File: config.mk
export PLATFORM = sky130hd
export DESIGN_NAME = srrc_reply
export DESIGN_NICKNAME = d
export VERILOG_FILES = /design/src/pkg/srrc_pkg.sv /design/src/logic/srrc_crc.sv /design/src/logic/srrc_reply.sv
export VERILOG_INCLUDE_DIRS = /design/src /design/src/pkg
export SDC_FILE = /design/constraint.sdc
export NUM_CORES = 1
export LEC_CHECK = 0
export BUFFER_PORTS_ARGS = -buffer_cell sky130_fd_sc_hd__buf_2
export CAP_MARGIN = 20
export CORE_MARGIN = 2
export CORE_UTILIZATION = 40
export CTS_CLUSTER_DIAMETER = 60
export CTS_CLUSTER_SIZE = 28
export DETAILED_ROUTE_END_ITERATION = 8
export PLACE_DENSITY_LB_ADDON = 0.12
export SLEW_MARGIN = 20
export SYNTH_ARGS = -nofsm -noshare
export SYNTH_HDL_FRONTEND = slang
export SYNTH_HIERARCHICAL = 1
export SYNTH_SLANG_ARGS = --single-unit
export TNS_END_PERCENT = 5
File: constraint.sdc
create_clock -name ref_clk_i -period 2.79 [get_ports ref_clk_i]
set_input_delay 0.279 -clock ref_clk_i [delete_from_list [all_inputs] [get_ports ref_clk_i]]
set_output_delay 0.279 -clock ref_clk_i [all_outputs]
set_load 0.05 [all_outputs]
File: src/pkg/srrc_map.svh
// command codes, checksum constants and data and checksum lengths of the reply block
`ifndef SRRC_MAP_SVH
`define SRRC_MAP_SVH

`define SRRC_CMD_FAN_RPM  8'h84
`define SRRC_CMD_FAN_DUTY 8'h85
`define SRRC_CMD_OP_MIN   8'h86
`define SRRC_CRC_SEED     16'hFFFF
`define SRRC_CRC_POLY     16'h8408
`define SRRC_CRC_ZERO     16'h0000
`define SRRC_LEN_SHORT    3'h2
`define SRRC_LEN_LONG     3'h4
`define SRRC_LEN_CHK      3'h2
`define SRRC_IDX_ZERO     3'h0
`define SRRC_IDX_ONE      3'h1

`endif

File: src/pkg/srrc_pkg.sv
// types shared by the reply block
`default_nettype none
package srrc_pkg;
   typedef enum logic [3:0] {
      SRRC_IDLE = 4'h1,
      SRRC_CALC = 4'h2,
      SRRC_FIN  = 4'h4,
      SRRC_SEND = 4'h8
   } srrc_state_e;
   typedef logic [7:0] srrc_byte_t;
endpackage
`default_nettype wire

File: src/logic/srrc_crc.sv
// byte-wide reflected 16-bit checksum generator
`timescale 1ns/1ps
`default_nettype none
`include "srrc_map.svh"

module srrc_crc (
   input wire logic ref_clk_i,
   input wire logic rst_n_i,
   input wire logic init_i,
   input wire logic en_i,
   input wire logic [7:0] data_i,
   output logic [15:0] chk_o
);
   logic [15:0] crc;
   logic [15:0] next_crc;

   // one whole byte per cycle, low bit first
   function automatic logic [15:0] srrc_step(input logic [15:0] c_in,
                                             input logic [7:0] d);
      logic [15:0] c;
      c = c_in;
      for (int i = 0; i < 8; i++) begin
         if (c[0] ^ d[i]) begin
            c = (c >> 1) ^ `SRRC_CRC_POLY;
         end else begin
            c = c >> 1;
         end
      end
      return c;
   endfunction

   assign next_crc = srrc_step(crc, data_i);

   // init wins over en so a new reply never mixes with an old one
   always_ff @(posedge ref_clk_i or negedge rst_n_i) begin
      if (!rst_n_i) begin
         crc <= `SRRC_CRC_SEED;
      end else if (init_i) begin
         crc <= `SRRC_CRC_SEED;
      end else if (en_i) begin
         crc <= next_crc;
      end
   end

   assign chk_o = {~crc[7:0], ~crc[15:8]};
endmodule
`default_nettype wire

File: src/logic/srrc_reply.sv
// reply builder for fan speed, fan duty and operating minutes commands
//
// Contract
// - command 84h answers four bytes, fan rpm then the checksum high first.
// - command 85h answers four bytes, fan duty then the checksum high first.
// - command 86h answers six bytes, 32-bit minutes msb first then checksum.
// - the checksum starts at all ones and shifts each byte lsb first with 8408h.
// - the final checksum is the register inverted with its two bytes swapped.
`timescale 1ns/1ps
`default_nettype none
`include "srrc_map.svh"

module srrc_reply #(
   parameter int NBYTES = 6
) (
   input wire logic ref_clk_i,
   input wire logic rst_n_i,
   input wire logic cmd_valid_i,
   input wire logic [7:0] cmd_code_i,
   input wire logic byte_req_i,
   input wire logic [15:0] fan_rpm_i,
   input wire logic [15:0] fan_duty_i,
   input wire logic [31:0] op_minutes_i,
   output logic busy_o,
   output logic ready_o,
   output logic cmd_err_o,
   output logic byte_valid_o,
   output logic [7:0] byte_o,
   output logic last_o
);
   ////////////////////////////////////////////////////////////////////////
   srrc_pkg::srrc_state_e state;
   srrc_pkg::srrc_state_e next_state;
   srrc_pkg::srrc_byte_t frame [0:NBYTES-1];
   logic [2:0] dlen;
   logic [2:0] cnt;
   logic [2:0] idx;
   logic [15:0] chk;
   wire is_rpm;
   wire is_duty;
   wire is_min;
   wire known;
   wire accept;
   wire feed;
   wire calc_done;
   wire fin;
   wire send;
   wire [2:0] load_len;
   wire [2:0] total;
   wire [47:0] load_word;

   // command decode
   assign is_rpm = cmd_code_i == `SRRC_CMD_FAN_RPM;
   assign is_duty = cmd_code_i == `SRRC_CMD_FAN_DUTY;
   assign is_min = cmd_code_i == `SRRC_CMD_OP_MIN;
   assign known = is_rpm | is_duty | is_min;
   // commands arriving while busy are dropped, not queued
   assign accept = cmd_valid_i && known && state == srrc_pkg::SRRC_IDLE;
   assign load_len = is_min ? `SRRC_LEN_LONG : `SRRC_LEN_SHORT;
   assign total = dlen + `SRRC_LEN_CHK;

   // rpm in the first two bytes, msb first
   // duty in the first two bytes, msb first
   // minutes msb first, lsb lands in the fourth byte
   assign load_word = is_min ? {op_minutes_i, 16'h0000} :
                      is_rpm ? {fan_rpm_i, 32'h0000_0000} :
                      {fan_duty_i, 32'h0000_0000};

   // sequencing strobes
   assign feed = state == srrc_pkg::SRRC_CALC;
   assign calc_done = feed && cnt == dlen - `SRRC_IDX_ONE;
   assign fin = state == srrc_pkg::SRRC_FIN;
   assign send = state == srrc_pkg::SRRC_SEND && byte_req_i;

   ////////////////////////////////////////////////////////////////////////
   // data bytes fed to the checksum one per cycle
   srrc_crc u_crc (
      .ref_clk_i(ref_clk_i),
      .rst_n_i(rst_n_i),
      .init_i(accept),
      .en_i(feed),
      .data_i(frame[cnt]),
      .chk_o(chk)
   );

   // next state
   always_comb begin
      next_state = state;
      unique case (state)
         srrc_pkg::SRRC_IDLE: begin
            if (accept) next_state = srrc_pkg::SRRC_CALC;
         end
         srrc_pkg::SRRC_CALC: begin
            if (calc_done) next_state = srrc_pkg::SRRC_FIN;
         end
         srrc_pkg::SRRC_FIN: begin
            next_state = srrc_pkg::SRRC_SEND;
         end
         srrc_pkg::SRRC_SEND: begin
            if (send && idx == total - `SRRC_IDX_ONE) begin
               next_state = srrc_pkg::SRRC_IDLE;
            end
         end
         default: next_state = srrc_pkg::SRRC_IDLE;
      endcase
   end

   // state and status flops
   always_ff @(posedge ref_clk_i or negedge rst_n_i) begin
      if (!rst_n_i) begin
         state <= srrc_pkg::SRRC_IDLE;
         busy_o <= 1'b0;
         ready_o <= 1'b0;
         cmd_err_o <= 1'b0;
      end else begin
         state <= next_state;
         busy_o <= next_state != srrc_pkg::SRRC_IDLE;
         ready_o <= next_state == srrc_pkg::SRRC_SEND;
         cmd_err_o <= cmd_valid_i && !known;
      end
   end

   // counters: cnt walks data bytes, idx walks sent bytes
   always_ff @(posedge ref_clk_i or negedge rst_n_i) begin
      if (!rst_n_i) begin
         dlen <= `SRRC_LEN_SHORT;
         cnt <= `SRRC_IDX_ZERO;
         idx <= `SRRC_IDX_ZERO;
      end else if (accept) begin
         dlen <= load_len;
         cnt <= `SRRC_IDX_ZERO;
         idx <= `SRRC_IDX_ZERO;
      end else begin
         if (feed) cnt <= cnt + `SRRC_IDX_ONE;
         if (send) idx <= idx + `SRRC_IDX_ONE;
      end
   end

   // frame storage; checksum bytes follow the data at fin
   generate
      for (genvar g = 0; g < NBYTES; g++) begin : g_frame
         localparam logic [2:0] POS = 3'(g);
         always_ff @(posedge ref_clk_i or negedge rst_n_i) begin
            if (!rst_n_i) begin
               frame[g] <= 8'h00;
            end else if (accept) begin
               frame[g] <= load_word[47-8*g -: 8];
            end else if (fin && POS == dlen) begin
               // swapped value sent high byte first
               frame[g] <= chk[15:8];
            end else if (fin && POS == dlen + `SRRC_IDX_ONE) begin
               frame[g] <= chk[7:0];
            end
         end
      end
   endgenerate

   // output byte, one request gives one byte the next cycle
   always_ff @(posedge ref_clk_i or negedge rst_n_i) begin
      if (!rst_n_i) begin
         byte_valid_o <= 1'b0;
         byte_o <= 8'h00;
         last_o <= 1'b0;
      end else begin
         byte_valid_o <= send;
         last_o <= send && idx == total - `SRRC_IDX_ONE;
         if (send) byte_o <= frame[idx];
      end
   end
endmodule
`default_nettype wire

### After elaboration in Yosys (flattened, before gate mapping)

Index checks and enable logic that the tools add are counted.

| cells by class | value |
|---|---|
| equal/unequal tests | 21 |
| magnitude comparators | 2 |
| muxes and demuxes | 45 |
| reduce and logical (&&, ||, !) cells | 29 |
| add/sub/neg operators | 6 |
| bitwise operators | 22 |

Operators by type and width:

| operator | number |
|---|---|
| $mux W8 | 22 |
| $mux W16 | 10 |
| $mux W48 | 2 |
| $bmux W8 S3 | 2 |
| $eq A8 B8 Y1 const B | 3 |
| $not A2 Y3 | 8 |
| $logic_and A1 B1 Y1 | 18 |
| $reduce_bool A3 Y1 | 6 |
| $not A8 Y8 | 2 |
| $pmux W4 S4 | 1 |
| $mux W3 | 5 |
| $eq A2 B3 Y1 const A | 4 |
| $eq A3 B3 Y1 const A | 4 |
| $mux W4 | 3 |
| $add A3 B1 Y3 const B | 3 |
| $eq A4 B4 Y1 const B | 2 |
| $ge A4 B4 Y1 const B | 2 |
| $not A3 Y4 | 2 |
| $xor A1 B1 Y1 | 8 |
| $eq A1 B3 Y1 const A | 2 |
| $eq A3 B3 Y1 | 2 |
| $logic_not A3 Y1 | 2 |
| $sub A3 B1 Y3 const B | 2 |
| $eq A4 B1 Y1 const B | 1 |
| other kinds (7) | 9 |

| word-level totals | value |
|---|---|
| word-level logic and storage cells | 142 |
| output and inout bits | 13 |
| bits in registers | 90 |

### Logic depth before layout (Yosys ltp)

Gate-level depths: netlist of run 1.

| logic depth | value |
|---|---|
| depth after elaboration | 22 |
| gate-level depth with buffers | 9 |

### Hierarchy

Netlist of run 1, hierarchy kept.

Modules (own cells, without submodules):

| module | seq. area each (um^2) | times used | cells an instance | area each (um^2) |
|---|---|---|---|---|
| srrc_reply | 1829.3 | 1 | 446 | 4421.7 |
| srrc_crc | 420.4 | 1 | 97 | 1064.8 |

### Least setup slack after synthesis of run 1

OpenSTA, ideal clock, no wires.

| path | value |
|---|---|
| kind | reg-to-reg |
| start | register cnt[0] |
| end | register u_crc.crc[8] |
| setup time | 73 ps |
| stages on the path, launching flop included | 8 |
| required time | 2717 ps |
| period minus slack after synthesis | 2436 ps |
| setup slack | 354 ps |
| data arrival time | 2363 ps |
| buffers on the path | 1 |
| cell sequence | dfrtp_1 -> clkbuf_1 -> mux4_2 -> inv_1 -> o22ai_1 -> xnor2_2 -> xor3_1 -> a21oi_1 |

| on the way | value |
|---|---|
| cells in the longest elaborated chain, start to end | 16 |

RTL lines:

| element | RTL line | RTL |
|---|---|---|
| start, declared | srrc_reply.sv:36 | `logic [2:0] cnt;` |
| start signal, assigned | srrc_reply.sv:127 | `` cnt <= `SRRC_IDX_ZERO; `` |
| start signal, assigned | srrc_reply.sv:131 | `` cnt <= `SRRC_IDX_ZERO; `` |
| start signal, assigned | srrc_reply.sv:134 | `` if (feed) cnt <= cnt + `SRRC_IDX_ONE; `` |
| $not A3 Y4 (implied by the code) (*) | srrc_reply.sv:82 | `.data_i(frame[cnt]),` |
| $bmux W8 S3 (*) | srrc_reply.sv:82 |  |
| $mux W8 (implied by the code) (*) (2 in series) | srrc_reply.sv:82 |  |
| $xor A1 B1 Y1 | srrc_crc.sv:23 | `if (c[0] ^ d[i]) begin` |
| $mux W16 (5 in series) | srrc_crc.sv:23 |  |
| $not A2 Y3 (no line) | -- |  |
| $mux W16 (*) (3 in series) | srrc_crc.sv:23 |  |
| $mux W16 (*) | srrc_crc.sv:40 | `end else if (en_i) begin` |
| $mux W16 (*) | srrc_crc.sv:38 | `end else if (init_i) begin` |
| end signal, assigned | srrc_crc.sv:37 | `` crc <= `SRRC_CRC_SEED; `` |
| end signal, assigned | srrc_crc.sv:39 | `` crc <= `SRRC_CRC_SEED; `` |
| end signal, assigned | srrc_crc.sv:41 | `crc <= next_crc;` |
| end, declared | srrc_crc.sv:14 | `logic [15:0] crc;` |

Mark *: on every way between the ends. The rest lies on a longest branch, timed or not. The select of a mux whose other input is x is not followed.
A chain may end at the register's enable or synchronous reset.

### Worst setup path after layout of run 1

| path | value |
|---|---|
| start | register cnt[0] |
| end | register u_crc.crc[9] |

| on the way | value |
|---|---|
| cells in the longest elaborated chain, start to end | 15 |

RTL lines:

| element | RTL line |
|---|---|
| $not A3 Y4 (implied by the code) (*) | srrc_reply.sv:82 |
| $bmux W8 S3 (*) | srrc_reply.sv:82 |
| $mux W8 (implied by the code) (*) (2 in series) | srrc_reply.sv:82 |
| $xor A1 B1 Y1 | srrc_crc.sv:23 |
| $mux W16 (5 in series) | srrc_crc.sv:23 |
| $not A2 Y3 (no line) | -- |
| $mux W16 (*) (2 in series) | srrc_crc.sv:23 |
| $mux W16 (*) | srrc_crc.sv:40 |
| $mux W16 (*) | srrc_crc.sv:38 |

Marks and branches as above.

==> summary.md, run 1 <==
### Run status
* complete, but fails checks — status
* negative hold slack — violations in the final reports

### Cells and area
* 798 — filler-free cell count of the finished design
* sky130_fd_sc_hd__buf_2, sky130_fd_sc_hd__dfrtp_1, sky130_fd_sc_hd__inv_1, sky130_fd_sc_hd__nand2_1, sky130_fd_sc_hd__nor2_1 — commonest non-fill, non-tap cells in the layout
* 0.270 — share of layout cells above drive strength 1
* 698 — layout net count
* 1,262 — Filler Cells Inserted
* 6400 sq um — summed area of non-filler cells in the final layout
* 0 — antenna cells
* 16.7% — Layout Area Growth over Synthesis
* sky130_fd_sc_hd__buf_2 — leading cell type in the layout, fill and taps excluded

### Global routing
* 0 — total global routing overflow
* 0.0540 — met3 track demand over resource
* 83 — largest net degree at the start of global routing
* 0.311 — met1 GRT Util
* 0.360 — GRT met2 Usage
* 25,300 microns — global-route wire length before repair
* 0.228 — Overall Global Routing Usage
* met2 — most crowded layer after global routing
* 0 — number of antenna violations at the first check in global routing
* 4,504 — via count of the first global-routing pass

### Place
* 11,300 microns — post-detail-place hpwl
* 782 — # placed instances
* 88 — Buffers on Ports
* 0.372 ns — worst setup timing slack at the placement stage
* 0.849 — placer congestion estimate
* 6110 sq um — cell area after placement

### Worst setup path
* flop — type of destination of the critical path
* 6 — largest fanout on the critical path
* 0.52 ns — Crit path largest cell delay
* 2.71 ns — arrival time of data at the critical path endpoint
* sky130_fd_sc_hd__mux4_2 — crit path max-delay cell type
* 3.07 ns — data required time of the critical path
* flop — crit path launch type
* 7 — Worst R2R Path Depth
* buf_4, mux4_2, inv_1, o22ai_1, xnor2_1, xnor3_1, a21oi_1 — ordered list of cells on the worst path
* reg2reg — worst setup path class

### Synthesis
* sky130_fd_sc_hd__dfrtp_1 — top cell type by total area after synthesis
* sky130_fd_sc_hd__dfrtp_1 — prevailing post-synth register cell
* 6 — total number of yosys warnings
* 89 — synthesis-stage register bit count
* 5490 sq um — Netlist Area Pre-Place
* 543 — number of standard cells after synthesis
* 10.1 sq um — Avg Inst Size Synth
* 1.00 — fraction of registers with async set or reset after synthesis
* 52 — number of different library cells in the post-synthesis netlist
* 0.410 — sequential cell area fraction in the yosys report
* sky130_fd_sc_hd__dfrtp_1, sky130_fd_sc_hd__dfstp_2, sky130_fd_sc_hd__mux4_2, sky130_fd_sc_hd__mux2i_1, sky130_fd_sc_hd__inv_1 — largest cells by area after synthesis
* 0.324 — share of Yosys cell area claimed by the top area cell type
* 624 — synthesized netlist net count
* 0 — number of synthesized flops with an enable pin

### STA
* 11 — Final Hold Viols
* 0.412 GHz — fmax
* -0.0182 ns — final worst hold slack
* 0 — final count of negative-setup-slack endpoints
* 0.361 ns — post-route setup slack
* 0.791 ns — transition at the pin with the smallest max-transition slack
* 2.43 ns — Period minus WS final
* 0 ns — sum of negative setup slack
* 0.871 — final worst path period share
* 0.471 — worst rel slew slack
* 0.00805 ns — Max Clock Skew
* no — RSZ-0062 raised after global routing
* 0 — number of pins exceeding their max-slew limit in the final report

### Routing
* 0 — total DRC errors in the routed layout
* 5.66 — post-detailed-route via-to-cell ratio
* 312 — detailed router's first-iteration violation count
* 15,700 microns — Total Routed Length
* 4 — number of iterations in the first detailed-routing pass
* 0 — number of nets with antenna violations after detailed routing
* 4,517 — total vias in the final route
* 19.7 microns — WL/cell

### CTS
* 0 — post-CTS sizing
* built — CTS tree
* sky130_fd_sc_hd__clkbuf_16 — CTS Root Buffer Type
* 0 — number of post-CTS setup repair buffers
* 0 — Post-CTS Hold Fix Bufs
* 89 — number of clock sinks seen by CTS
* 9 — clock buffers created by TritonCTS
* 2 — CTS Buffer Depth
* 3 — H-tree depth
* 0.06 ns — clock-pin slew of the registers on the worst-case setup and hold paths
* 0.35 ns — worst-skew pair later-pin latency

### Floorplanning
* 121 microns — vertical die dimension
* 13,300 sq um — Placeable Area
* 89 — ports placed on the boundary
* 14,700 sq um — area of the die
* 121 microns — chip width
* 0.413 — starting density of the core
* 42 — row count

### Power and ir drop
* 636 nW/um^2 — total power density per cell area
* 2.98 nW — static leakage
* 0.320 mV — worst-case vdd ir drop

### Worst hold path
* in2async — Tightest Hold Check Type

### Flow run
* 0 — # Max-Cap Violations

-- cell families (layout without fill, tap and decap cells) --
family                   count (synthesis)  after routing  share of synthesized area
AO/OA/AOI/OAI                          133            133                      0.177
XOR/XNOR                                33             33                     0.0816
adder cells (fa/ha/maj)                  5              5                     0.0114
buffers and inverters                   94            173                     0.0691
flip-flops                              89             89                      0.410
multiplexers                            49             49                      0.128
AND/OR/NAND/NOR                        140            140                      0.123
-- metrics by stage --
stage | power (mW) | utilization
CTS | 4.09 | 0.481
finish | 4.07 | 0.482
floorplan | 2.50 | -
detailed placement | 2.85 | 0.460
global placement | 2.84 | 0.460
global route | 4.26 | 0.482
-- registers in the layout, indices dropped and copies added (netlist names) --
| signal | cells |
|---|---|
| busy_o | 1 |
| byte_o | 8 |
| idx | 3 |
| cnt | 3 |
| u_crc/crc | 16 |
| dlen | 2 |
| last_o | 1 |
| cmd_err_o | 1 |
| byte_valid_o | 1 |
| state | 4 |
| frame | 48 |
| ready_o | 1 |
-- cell usage after synthesis (all sizes together) (2+ instances only) --
library cell  count
a211o             7
a21oi            32
a221oi            7
a2bb2oi          16
a311oi            2
and2              2
buf              16
clkbuf           24
dfrtp            71
dfstp            18
ha                5
inv              53
mux2              8
mux2i            25
mux4             16
nand2            45
nand2b            2
nand3            19
nand4             3
nor2             37
nor3             21
nor4b             3
nor4bb            2
o21ai             9
o22a             17
o22ai            24
o32a             16
xnor2            15
xnor3             8
xor2              9
-- where the power goes --
group	switching, mW	internal, mW	total (mW)
logic	0.570	0.600	1.17
clock network	0.517	0.715	1.23
registers	0.185	1.48	1.67
-- layout make-up --
cell class                      count  area, sq um  area share
Multi-Input combinational cell    360         2870       0.448
Tap cell                          176          220      0.0344
Clock buffer                       12          246      0.0385
Clock inverter                      4         45.0     0.00703
Timing Repair Buffer              103          572      0.0893
Inverter                           54          203      0.0316
Sequential cell                    89         2250       0.351
-- critical path, delay by kind of cell, from the launching register on --
| kind | cells | cell delay, ns |
|---|---|---|
| AO/OA/AOI/OAI | 2 | 0.24 |
| multiplexers | 1 | 0.52 |
| XOR/XNOR | 2 | 0.86 |
| buffers and inverters | 2 | 0.30 |
| flip-flops | 1 | 0.44 |
-- layer usage --
metal / vias up / share of wire
met4: 0 / 0.022
met3: 26 / 0.057
li1: 2109 / -
met1: 2247 / 0.45
met2: 135 / 0.47
met5: - / 0
-- worst paths after layout --
kind,slack [ns],from,endpoint
min in group ref_clk_i,0.16,op_minutes_i[7],frame[23]$_DFFE_PN0P_
min,-0.02,rst_n_i,cmd_err_o$_DFF_PN0_
max in group asynchronous,2.07,rst_n_i,u_crc/crc[10]$_DFFE_PN1P_
max,0.36,cnt[0]$_DFFE_PN0P_,u_crc/crc[9]$_DFFE_PN1P_
max reg2reg,0.36,cnt[0]$_DFFE_PN0P_,u_crc/crc[9]$_DFFE_PN1P_
min reg2reg,0.48,byte_o[0]$_DFFE_PN0P_,byte_o[0]$_DFFE_PN0P_
Note: power is estimated with default switching activity, not from simulation.
==> run 2: changes to the inputs <==
Settings changed: PLACE_DENSITY set to 0.71, PLACE_DENSITY_LB_ADDON 0.12 to not set, SYNTH_HIERARCHICAL 1 to not set.
==> run 2 against run 1 <==
Net effect:
- the run still ends with negative hold slack left
- count of clock-buffer cells in the layout down 1
- final cell count up 2.6%
- via count up 1.6%
- critical path depth unchanged
- register-to-register slack worse by 0.08 ns
- setup slack worse by 0.079 ns
- clock skew about the same
- power up 9.7%
- global-route usage down 1.1 points
- combinational power up 21%
- synthesized area down 3.1%
- critical endpoint is now u_crc.crc[7]$_DFFE_PN1P_
- final area down 2.6%
==> summary.md, run 2 <==
### Run status
* complete, but fails checks — status, unchanged
* negative hold slack — violations in the final reports, unchanged

### Cells and area
* 0.255 — share of layout cells above drive strength 1, was 0.270
* frame: 48 flops, u_crc.crc: 16 flops, byte_o: 8 flops — registers with the most flip-flops, was frame: 48 flops, u_crc/crc: 16 flops, byte_o: 8 flops
* 1,181 — Filler Cells Inserted, was 1,262
* 819 — filler-free cell count of the finished design, was 798
* 719 — layout net count, was 698
* 48 — flip-flop count of the largest register, all copies and words added, unchanged
* 17.4% — Layout Area Growth over Synthesis, was 16.7%
* 0 — antenna cells, unchanged
* sky130_fd_sc_hd__nor2_1 — leading cell type in the layout, fill and taps excluded, was sky130_fd_sc_hd__buf_2
* frame — largest reg by FF count, unchanged
* sky130_fd_sc_hd__nor2_1, sky130_fd_sc_hd__buf_2, sky130_fd_sc_hd__a21oi_1, sky130_fd_sc_hd__dfrtp_1, sky130_fd_sc_hd__mux2i_1 — commonest non-fill, non-tap cells in the layout, was sky130_fd_sc_hd__buf_2, sky130_fd_sc_hd__dfrtp_1, sky130_fd_sc_hd__inv_1, sky130_fd_sc_hd__nand2_1, sky130_fd_sc_hd__nor2_1

### STA
* 0.899 — final worst path period share, was 0.871
* 0 — final count of negative-setup-slack endpoints, unchanged
* 0.778 ns — transition at the pin with the smallest max-transition slack, was 0.791 ns
* 0.481 — worst rel slew slack, was 0.471
* 10 — Final Hold Viols, was 11
* 0 — number of pins exceeding their max-slew limit in the final report, unchanged
* 0 ns — sum of negative setup slack, unchanged
* 0.282 ns — post-route setup slack, was 0.361 ns
* 0.00777 ns — Max Clock Skew, was 0.00805 ns
* 2.51 ns — Period minus WS final, was 2.43 ns
* -0.00809 ns — final worst hold slack, was -0.0182 ns
* 0.399 GHz — fmax, was 0.412 GHz
* no — RSZ-0062 raised after global routing, unchanged

### Synthesis
* 654 — synthesized netlist net count, was 624
* 0.423 — sequential cell area fraction in the yosys report, was 0.410
* 0.133 — area share of and/or/nand/nor cells after synthesis, was 0.123
* sky130_fd_sc_hd__nor2_1 — most common cell in the netlist, was sky130_fd_sc_hd__dfrtp_1
* sky130_fd_sc_hd__dfrtp_1 — top cell type by total area after synthesis, unchanged
* 573 — number of standard cells after synthesis, was 543
* 89 — synthesis-stage register bit count, unchanged
* sky130_fd_sc_hd__dfrtp_1, sky130_fd_sc_hd__mux2i_1, sky130_fd_sc_hd__dfstp_2, sky130_fd_sc_hd__a21oi_1, sky130_fd_sc_hd__nor2_1 — largest cells by area after synthesis, was sky130_fd_sc_hd__dfrtp_1, sky130_fd_sc_hd__dfstp_2, sky130_fd_sc_hd__mux4_2, sky130_fd_sc_hd__mux2i_1, sky130_fd_sc_hd__inv_1
* 0.0774 — synthesized-area fraction occupied by xor and xnor cells, was 0.0816
* 0.0118 — share of synthesized cell area in full adder, half adder and majority cells, was 0.0114
* sky130_fd_sc_hd__dfrtp_1 — prevailing post-synth register cell, unchanged
* 0 — total number of yosys warnings, was 6
* 5320 sq um — Netlist Area Pre-Place, was 5490 sq um
* 0.143 — multiplexer share of the synthesized area, was 0.128
* sky130_fd_sc_hd__nor2_1, sky130_fd_sc_hd__a21oi_1, sky130_fd_sc_hd__dfrtp_1 — list of most frequent post-synthesis cells, was sky130_fd_sc_hd__dfrtp_1, sky130_fd_sc_hd__inv_1, sky130_fd_sc_hd__nand2_1
* 9.28 sq um — Avg Inst Size Synth, was 10.1 sq um
* compound AO/OA/AOI/OAI gates — dominant combinational cell family by area after synthesis, unchanged
* 40 — number of different library cells in the post-synthesis netlist, was 52
* 1.00 — fraction of registers with async set or reset after synthesis, unchanged
* 0 — number of synthesized flops with an enable pin, unchanged
* 0.334 — share of Yosys cell area claimed by the top area cell type, was 0.324
* 0.163 — post-synthesis compound-gate area fraction, was 0.177

### Worst setup path
* mux2i_1, nor2_1, xnor2_1, a222oi_1, xnor2_1, xnor2_1, a211o_1 — ordered list of cells on the worst path, was buf_4, mux4_2, inv_1, o22ai_1, xnor2_1, xnor3_1, a21oi_1
* 0.76 ns — Crit path largest cell delay, was 0.52 ns
* compound AO/OA/AOI/OAI gates — delay-heaviest family, CP, was XOR/XNOR gates
* sky130_fd_sc_hd__dfrtp_1 — crit path max-delay cell type, was sky130_fd_sc_hd__mux4_2
* 7 — Worst R2R Path Depth, unchanged
* 0.28 ns — flop2flop setup slack, was 0.36 ns
* cnt[0]$_DFFE_PN0P_ — start of the worst register-to-register path, unchanged
* sky130_fd_sc_hd__xnor2_1 — most used cell, CP
* 14 — largest fanout on the critical path, was 6
* flop — crit path launch type, unchanged
* flop — type of destination of the critical path, unchanged
* 7 — count of cell instances traversed by the critical path, unchanged
* reg2reg — worst setup path class, unchanged
* 0 — worst path bufs/invs, was 2
* u_crc.crc[7]$_DFFE_PN1P_ — end of the worst register-to-register path, was u_crc/crc[9]$_DFFE_PN1P_
* 3.05 ns — data required time of the critical path, was 3.07 ns
* 2.77 ns — arrival time of data at the critical path endpoint, was 2.71 ns

### Routing
* 0 — number of nets with antenna violations after detailed routing, unchanged
* 5.60 — post-detailed-route via-to-cell ratio, was 5.66
* 1190 microns — Routed met3 length, was 894 microns
* 6920 microns — wire length on met2, was 7460 microns
* 15,100 microns — Total Routed Length, was 15,700 microns
* 18.4 microns — WL/cell, was 19.7 microns
* 4,590 — total vias in the final route, was 4,517
* 5 — number of iterations in the first detailed-routing pass, was 4
* 0 — total DRC errors in the routed layout, unchanged
* met4 — top metal layer carrying routed signals, unchanged
* 494 — detailed router's first-iteration violation count, was 312
* 6670 microns — post-route met1 wirelength, was 7010 microns

### CTS
* 0 — post-CTS sizing, unchanged
* 2 — CTS Buffer Depth, unchanged
* 0.07 ns — clock-pin slew of the registers on the worst-case setup and hold paths, was 0.06 ns
* 0 — Post-CTS Hold Fix Bufs, unchanged
* 0 — number of post-CTS setup repair buffers, unchanged
* sky130_fd_sc_hd__clkbuf_16 — CTS Root Buffer Type, unchanged
* 3 — H-tree depth, unchanged
* 0.34 ns — worst-skew pair later-pin latency, was 0.35 ns
* 9 — clock buffers created by TritonCTS, unchanged
* 89 — number of clock sinks seen by CTS, unchanged
* built — CTS tree, unchanged

### Global routing
* 24,000 microns — global-route wire length before repair, was 25,300 microns
* 4,514 — via count of the first global-routing pass, was 4,504
* 86 — largest net degree at the start of global routing, was 83
* 0 — total global routing overflow, unchanged
* 0 — number of antenna violations at the first check in global routing, unchanged
* 0.217 — Overall Global Routing Usage, was 0.228

### Power and ir drop
* 4.46 mW — total power consumption of the routed design, was 4.07 mW
* 715 nW/um^2 — total power density per cell area, was 636 nW/um^2
* 0.279 mV — worst-case vdd ir drop, was 0.320 mV
* 2.83 nW — static leakage, was 2.98 nW

### Floorplanning
* 119 microns — chip width, was 121 microns
* 13,100 sq um — Placeable Area, was 13,300 sq um
* 119 microns — vertical die dimension, was 121 microns
* 89 — ports placed on the boundary, unchanged
* 0.406 — starting density of the core, was 0.413
* 42 — row count, unchanged
* 14,200 sq um — area of the die, was 14,700 sq um

### Place
* 10,800 microns — post-detail-place hpwl, was 11,300 microns
* 0.930 — placer congestion estimate, was 0.849
* 0.246 ns — worst setup timing slack at the placement stage, was 0.372 ns
* 88 — Buffers on Ports, unchanged
* 803 — # placed instances, was 782

### Flow run
* 0 — # Max-Cap Violations, unchanged

### Worst hold path
* in2async — Tightest Hold Check Type, unchanged

## run 2: cell types whose count changed after synthesis, sizes merged, moves of 10 or more
cell | before | now
a211oi | 0 | 10
a21oi | 32 | 78
a2bb2oi | 16 | 0
clkbuf | 24 | 39
inv | 53 | 11
mux2i | 25 | 48
nand2 | 45 | 30
nand3 | 19 | 3
nor2 | 37 | 95
o22ai | 24 | 0
o32a | 16 | 0
xor2 | 9 | 24
## run 2: worst max-delay path by stage
stage / startpoint / end / slack, ns
final: cnt[0]$_DFFE_PN0P_ / u_crc.crc[7]$_DFFE_PN1P_ / 0.28
after global routing: cnt[0]$_DFFE_PN0P_ / u_crc.crc[10]$_DFFE_PN1P_ / 0.15
after CTS: cnt[0]$_DFFE_PN0P_ / u_crc.crc[7]$_DFFE_PN1P_ / 0.30
after detailed placement: cmd_code_i[5] / frame[43]$_DFFE_PN0P_ / 0.25
after global placement: cmd_code_i[5] / frame[43]$_DFFE_PN0P_ / 0.39
after floorplan: u_crc.crc[0]$_DFFE_PN1P_ / u_crc.crc[0]$_DFFE_PN1P_ / 0.64
## run 2: power breakdown
part	total, mW	switching, mW	internal, mW
registers	1.78	0.278	1.51
logic	1.41	0.803	0.610
clock network	1.27	0.519	0.748
## run 2: cells by family after synthesis
logic type,Yosys count
AO/OA/AOI/OAI,139
XOR/XNOR,47
adder cells (fa/ha/maj),5
buffers and inverters,64
flip-flops,89
multiplexers,65
AND/OR/NAND/NOR,164
## run 2: worst reg2reg max path: cells and delay by family (launching register included)
family | cells | cell delay (ns)
xor+xnor | 3 | 0.52
simple gates | 1 | 0.08
mux | 1 | 0.29
compound gates | 2 | 0.79
flops | 1 | 0.76
## run 2: cell type report
cell class	count	area, sq um	area share
clock buffers	11	253	0.0405
flip-flops and latches	89	2250	0.360
clock inverters	5	61.3	0.00982
multi-input cells	420	2820	0.451
repair buffers	106	594	0.0952
well taps	176	220	0.0353
inverters	12	45.0	0.00722
## run 2: per-layer routing
metal	vias up	global-route usage
li1	2136	-
met1	2231	0.303
met2	204	0.345
met3	19	0.0407
met4	0	0.0580
met5	-	0
## run 2: per-stage QoR
step	util	instance area, sq um
after floorplan	-	5320
after global placement	0.453	5920
after detailed placement	0.453	5920
after CTS	0.477	6240
after global routing	0.477	6240
final	0.477	6240
==> run 3: changes to the inputs <==
Settings changed: CORE_ASPECT_RATIO set to 1.75, CORE_MARGIN 2 to 4.
==> run 3 against run 2 <==
Net effect:
- the run still ends with negative hold slack left
- via count about the same
- count of clock-buffer cells in the layout decreased by 2
- routed wire length increased by 6.9%
- non-clock buffer count rose by 1
- critical path type unchanged
- highest routed layer unchanged
==> summary.md, run 3 (synthesized netlist as in run 2, its figures left out) <==
### Run status
* complete, but fails checks — status, unchanged
* negative hold slack — violations in the final reports, unchanged

### CTS
* built — CTS tree, unchanged
* 0.07 ns — clock-pin slew of the registers on the worst-case setup and hold paths, about the same
* 0 — post-CTS sizing, unchanged
* 3 — H-tree depth, unchanged
* 0 — Post-CTS Hold Fix Bufs, unchanged
* 0.34 ns — worst-skew pair later-pin latency, about the same
* sky130_fd_sc_hd__clkbuf_16 — CTS Root Buffer Type, unchanged
* 2 — CTS Buffer Depth, unchanged
* 0 — number of post-CTS setup repair buffers, unchanged
* 89 — number of clock sinks seen by CTS, unchanged
* 9 — clock buffers created by TritonCTS, unchanged

### Cells and area
* sky130_fd_sc_hd__nor2_1, sky130_fd_sc_hd__buf_2, sky130_fd_sc_hd__a21oi_1, sky130_fd_sc_hd__dfrtp_1, sky130_fd_sc_hd__mux2i_1 — commonest non-fill, non-tap cells in the layout, unchanged
* 17.9% — Layout Area Growth over Synthesis, was 17.4%
* 48 — flip-flop count of the largest register, all copies and words added, unchanged
* 720 — layout net count, was 719
* frame: 48 flops, u_crc.crc: 16 flops, byte_o: 8 flops — registers with the most flip-flops, unchanged
* 815 — filler-free cell count of the finished design, was 819
* sky130_fd_sc_hd__nor2_1 — leading cell type in the layout, fill and taps excluded, unchanged
* 6270 sq um — summed area of non-filler cells in the final layout, was 6240 sq um
* 0 — antenna cells, unchanged
* frame — largest reg by FF count, unchanged
* 0.482 — utilization after layout, was 0.477
* 0.256 — share of layout cells above drive strength 1, was 0.255

### STA
* 0 ns — sum of negative setup slack, unchanged
* 2.64 ns — Period minus WS final, was 2.51 ns
* 0.148 ns — post-route setup slack, was 0.282 ns
* 0 — number of pins exceeding their max-slew limit in the final report, unchanged
* 0.378 GHz — fmax, was 0.399 GHz
* 0.476 — worst rel slew slack, was 0.481
* no — RSZ-0062 raised after global routing, unchanged
* 23 — Final Hold Viols, was 10
* 0 — final count of negative-setup-slack endpoints, unchanged
* 0.786 ns — transition at the pin with the smallest max-transition slack, was 0.778 ns
* -0.0372 ns — final worst hold slack, was -0.00809 ns
* 0.947 — final worst path period share, was 0.899
* 0.00856 ns — Max Clock Skew, was 0.00777 ns

### Worst setup path
* cnt[0]$_DFFE_PN0P_ — beginning of the critical path, unchanged
* 2.91 ns — arrival time of data at the critical path endpoint, was 2.77 ns
* sky130_fd_sc_hd__xnor2_1 — most used cell, CP, unchanged
* sky130_fd_sc_hd__a222oi_1 — crit path max-delay cell type, was sky130_fd_sc_hd__dfrtp_1
* cnt[0]$_DFFE_PN0P_ — start of the worst register-to-register path, unchanged
* mux2i_1, nor2_1, xnor2_1, a222oi_1, xnor2_1, xor2_1, a21oi_1 — ordered list of cells on the worst path, was mux2i_1, nor2_1, xnor2_1, a222oi_1, xnor2_1, xnor2_1, a211o_1
* 10 — largest fanout on the critical path, was 14
* flop — crit path launch type, unchanged
* 3.06 ns — data required time of the critical path, was 3.05 ns
* 0.74 ns — Crit path largest cell delay, was 0.76 ns
* flop — type of destination of the critical path, unchanged
* reg2reg — worst setup path class, unchanged

### Global routing
* 0.0351 — met3 track demand over resource, was 0.0407
* 25,300 microns — global-route wire length before repair, was 24,000 microns
* 82 — largest net degree at the start of global routing, was 86
* 0 — number of antenna violations at the first check in global routing, unchanged
* 0 — total global routing overflow, unchanged
* 0.378 — GRT met2 Usage, was 0.345
* 0.217 — Overall Global Routing Usage, about the same
* met2 — most crowded layer after global routing, unchanged
* 4,802 — via count of the first global-routing pass, was 4,514
* 0.235 — met1 GRT Util, was 0.303

### Flow run
* 0 — # Max-Cap Violations, unchanged

### Place
* 12,100 microns — post-detail-place hpwl, was 10,800 microns
* 5940 sq um — cell area after placement, was 5920 sq um
* 799 — # placed instances, was 803
* 88 — Buffers on Ports, unchanged
* 0.190 ns — worst setup timing slack at the placement stage, was 0.246 ns
* 0.996 — placer congestion estimate, was 0.930

### Floorplanning
* 89 — ports placed on the boundary, unchanged
* 15,300 sq um — area of the die, was 14,200 sq um
* 0.409 — starting density of the core, was 0.406
* 95.2 microns — chip width, was 119 microns
* 13,000 sq um — Placeable Area, was 13,100 sq um
* 161 microns — vertical die dimension, was 119 microns
* 55 — row count, was 42

### Power and ir drop
* 2.84 nW — static leakage, was 2.83 nW
* 0.330 mV — worst-case vdd ir drop, was 0.279 mV
* 721 nW/um^2 — total power density per cell area, was 715 nW/um^2

### Routing
* 4,589 — total vias in the final route, was 4,590
* 19.8 microns — WL/cell, was 18.4 microns
* 0 — total DRC errors in the routed layout, unchanged
* 16,100 microns — Total Routed Length, was 15,100 microns
* 6 — number of iterations in the first detailed-routing pass, was 5
* 250 — detailed router's first-iteration violation count, was 494
* 0 — number of nets with antenna violations after detailed routing, unchanged
* 5.63 — post-detailed-route via-to-cell ratio, was 5.60

### Worst hold path
* in2async — Tightest Hold Check Type, unchanged

-- run 3: power breakdown --
group          switching, mW  internal (mW)  total (mW)  leakage [nW]
clock                  0.534          0.794        1.33         0.160
sequential             0.294           1.51        1.80          1.03
combinational          0.788          0.604        1.39          1.66
total                   1.62           2.90        4.52          2.84
-- run 3: routing by layer --
layer	up-vias	share of wire
met5	-	0
met4	0	0.063
met3	50	0.048
met2	163	0.54
met1	2235	0.35
li1	2141	-
-- run 3: worst max-delay path: cells and delay by family, from the launching register on --
family                    cells  cell delay [ns]
AOI/OAI and AO/OA             2             0.93
xor gates and xnor gates      3             0.65
DFF                           1             0.66
muxes                         1             0.25
and+or+nand+nor               1             0.08
-- run 3: path summary, 6_finish.rpt --
path                            slack (ns)  cells past startpoint                         to
worst min-delay path                 -0.04                      1      byte_o[6]$_DFFE_PN0P_
max in group asynchronous             2.11                      2  u_crc.crc[13]$_DFFE_PN1P_
min in group ref_clk_i                0.17                      2        cmd_err_o$_DFF_PN0_
worst max-delay path                  0.15                      7  u_crc.crc[10]$_DFFE_PN1P_
worst min register to register        0.48                      2      byte_o[3]$_DFFE_PN0P_
worst max register to register        0.15                      7  u_crc.crc[10]$_DFFE_PN1P_
-- run 3: stage by stage --
stage	hold slack [ns]	power, mW
after floorplan	-0.0166	2.73
after global placement	0.470	3.16
after detailed placement	0.476	3.20
after CTS	0.164	4.53
after global routing	0.0426	4.71
final	-0.0372	4.52
-- run 3: area by class of cell --
cell class | count | area (sq um)
multi-input cells | 420 | 2820
flip-flops and latches | 89 | 2250
clock buffers | 9 | 225
clock inverters | 7 | 104
inverters | 12 | 45.0
fillers | 1230 | 6740
repair buffers | 107 | 614
well taps | 171 | 214
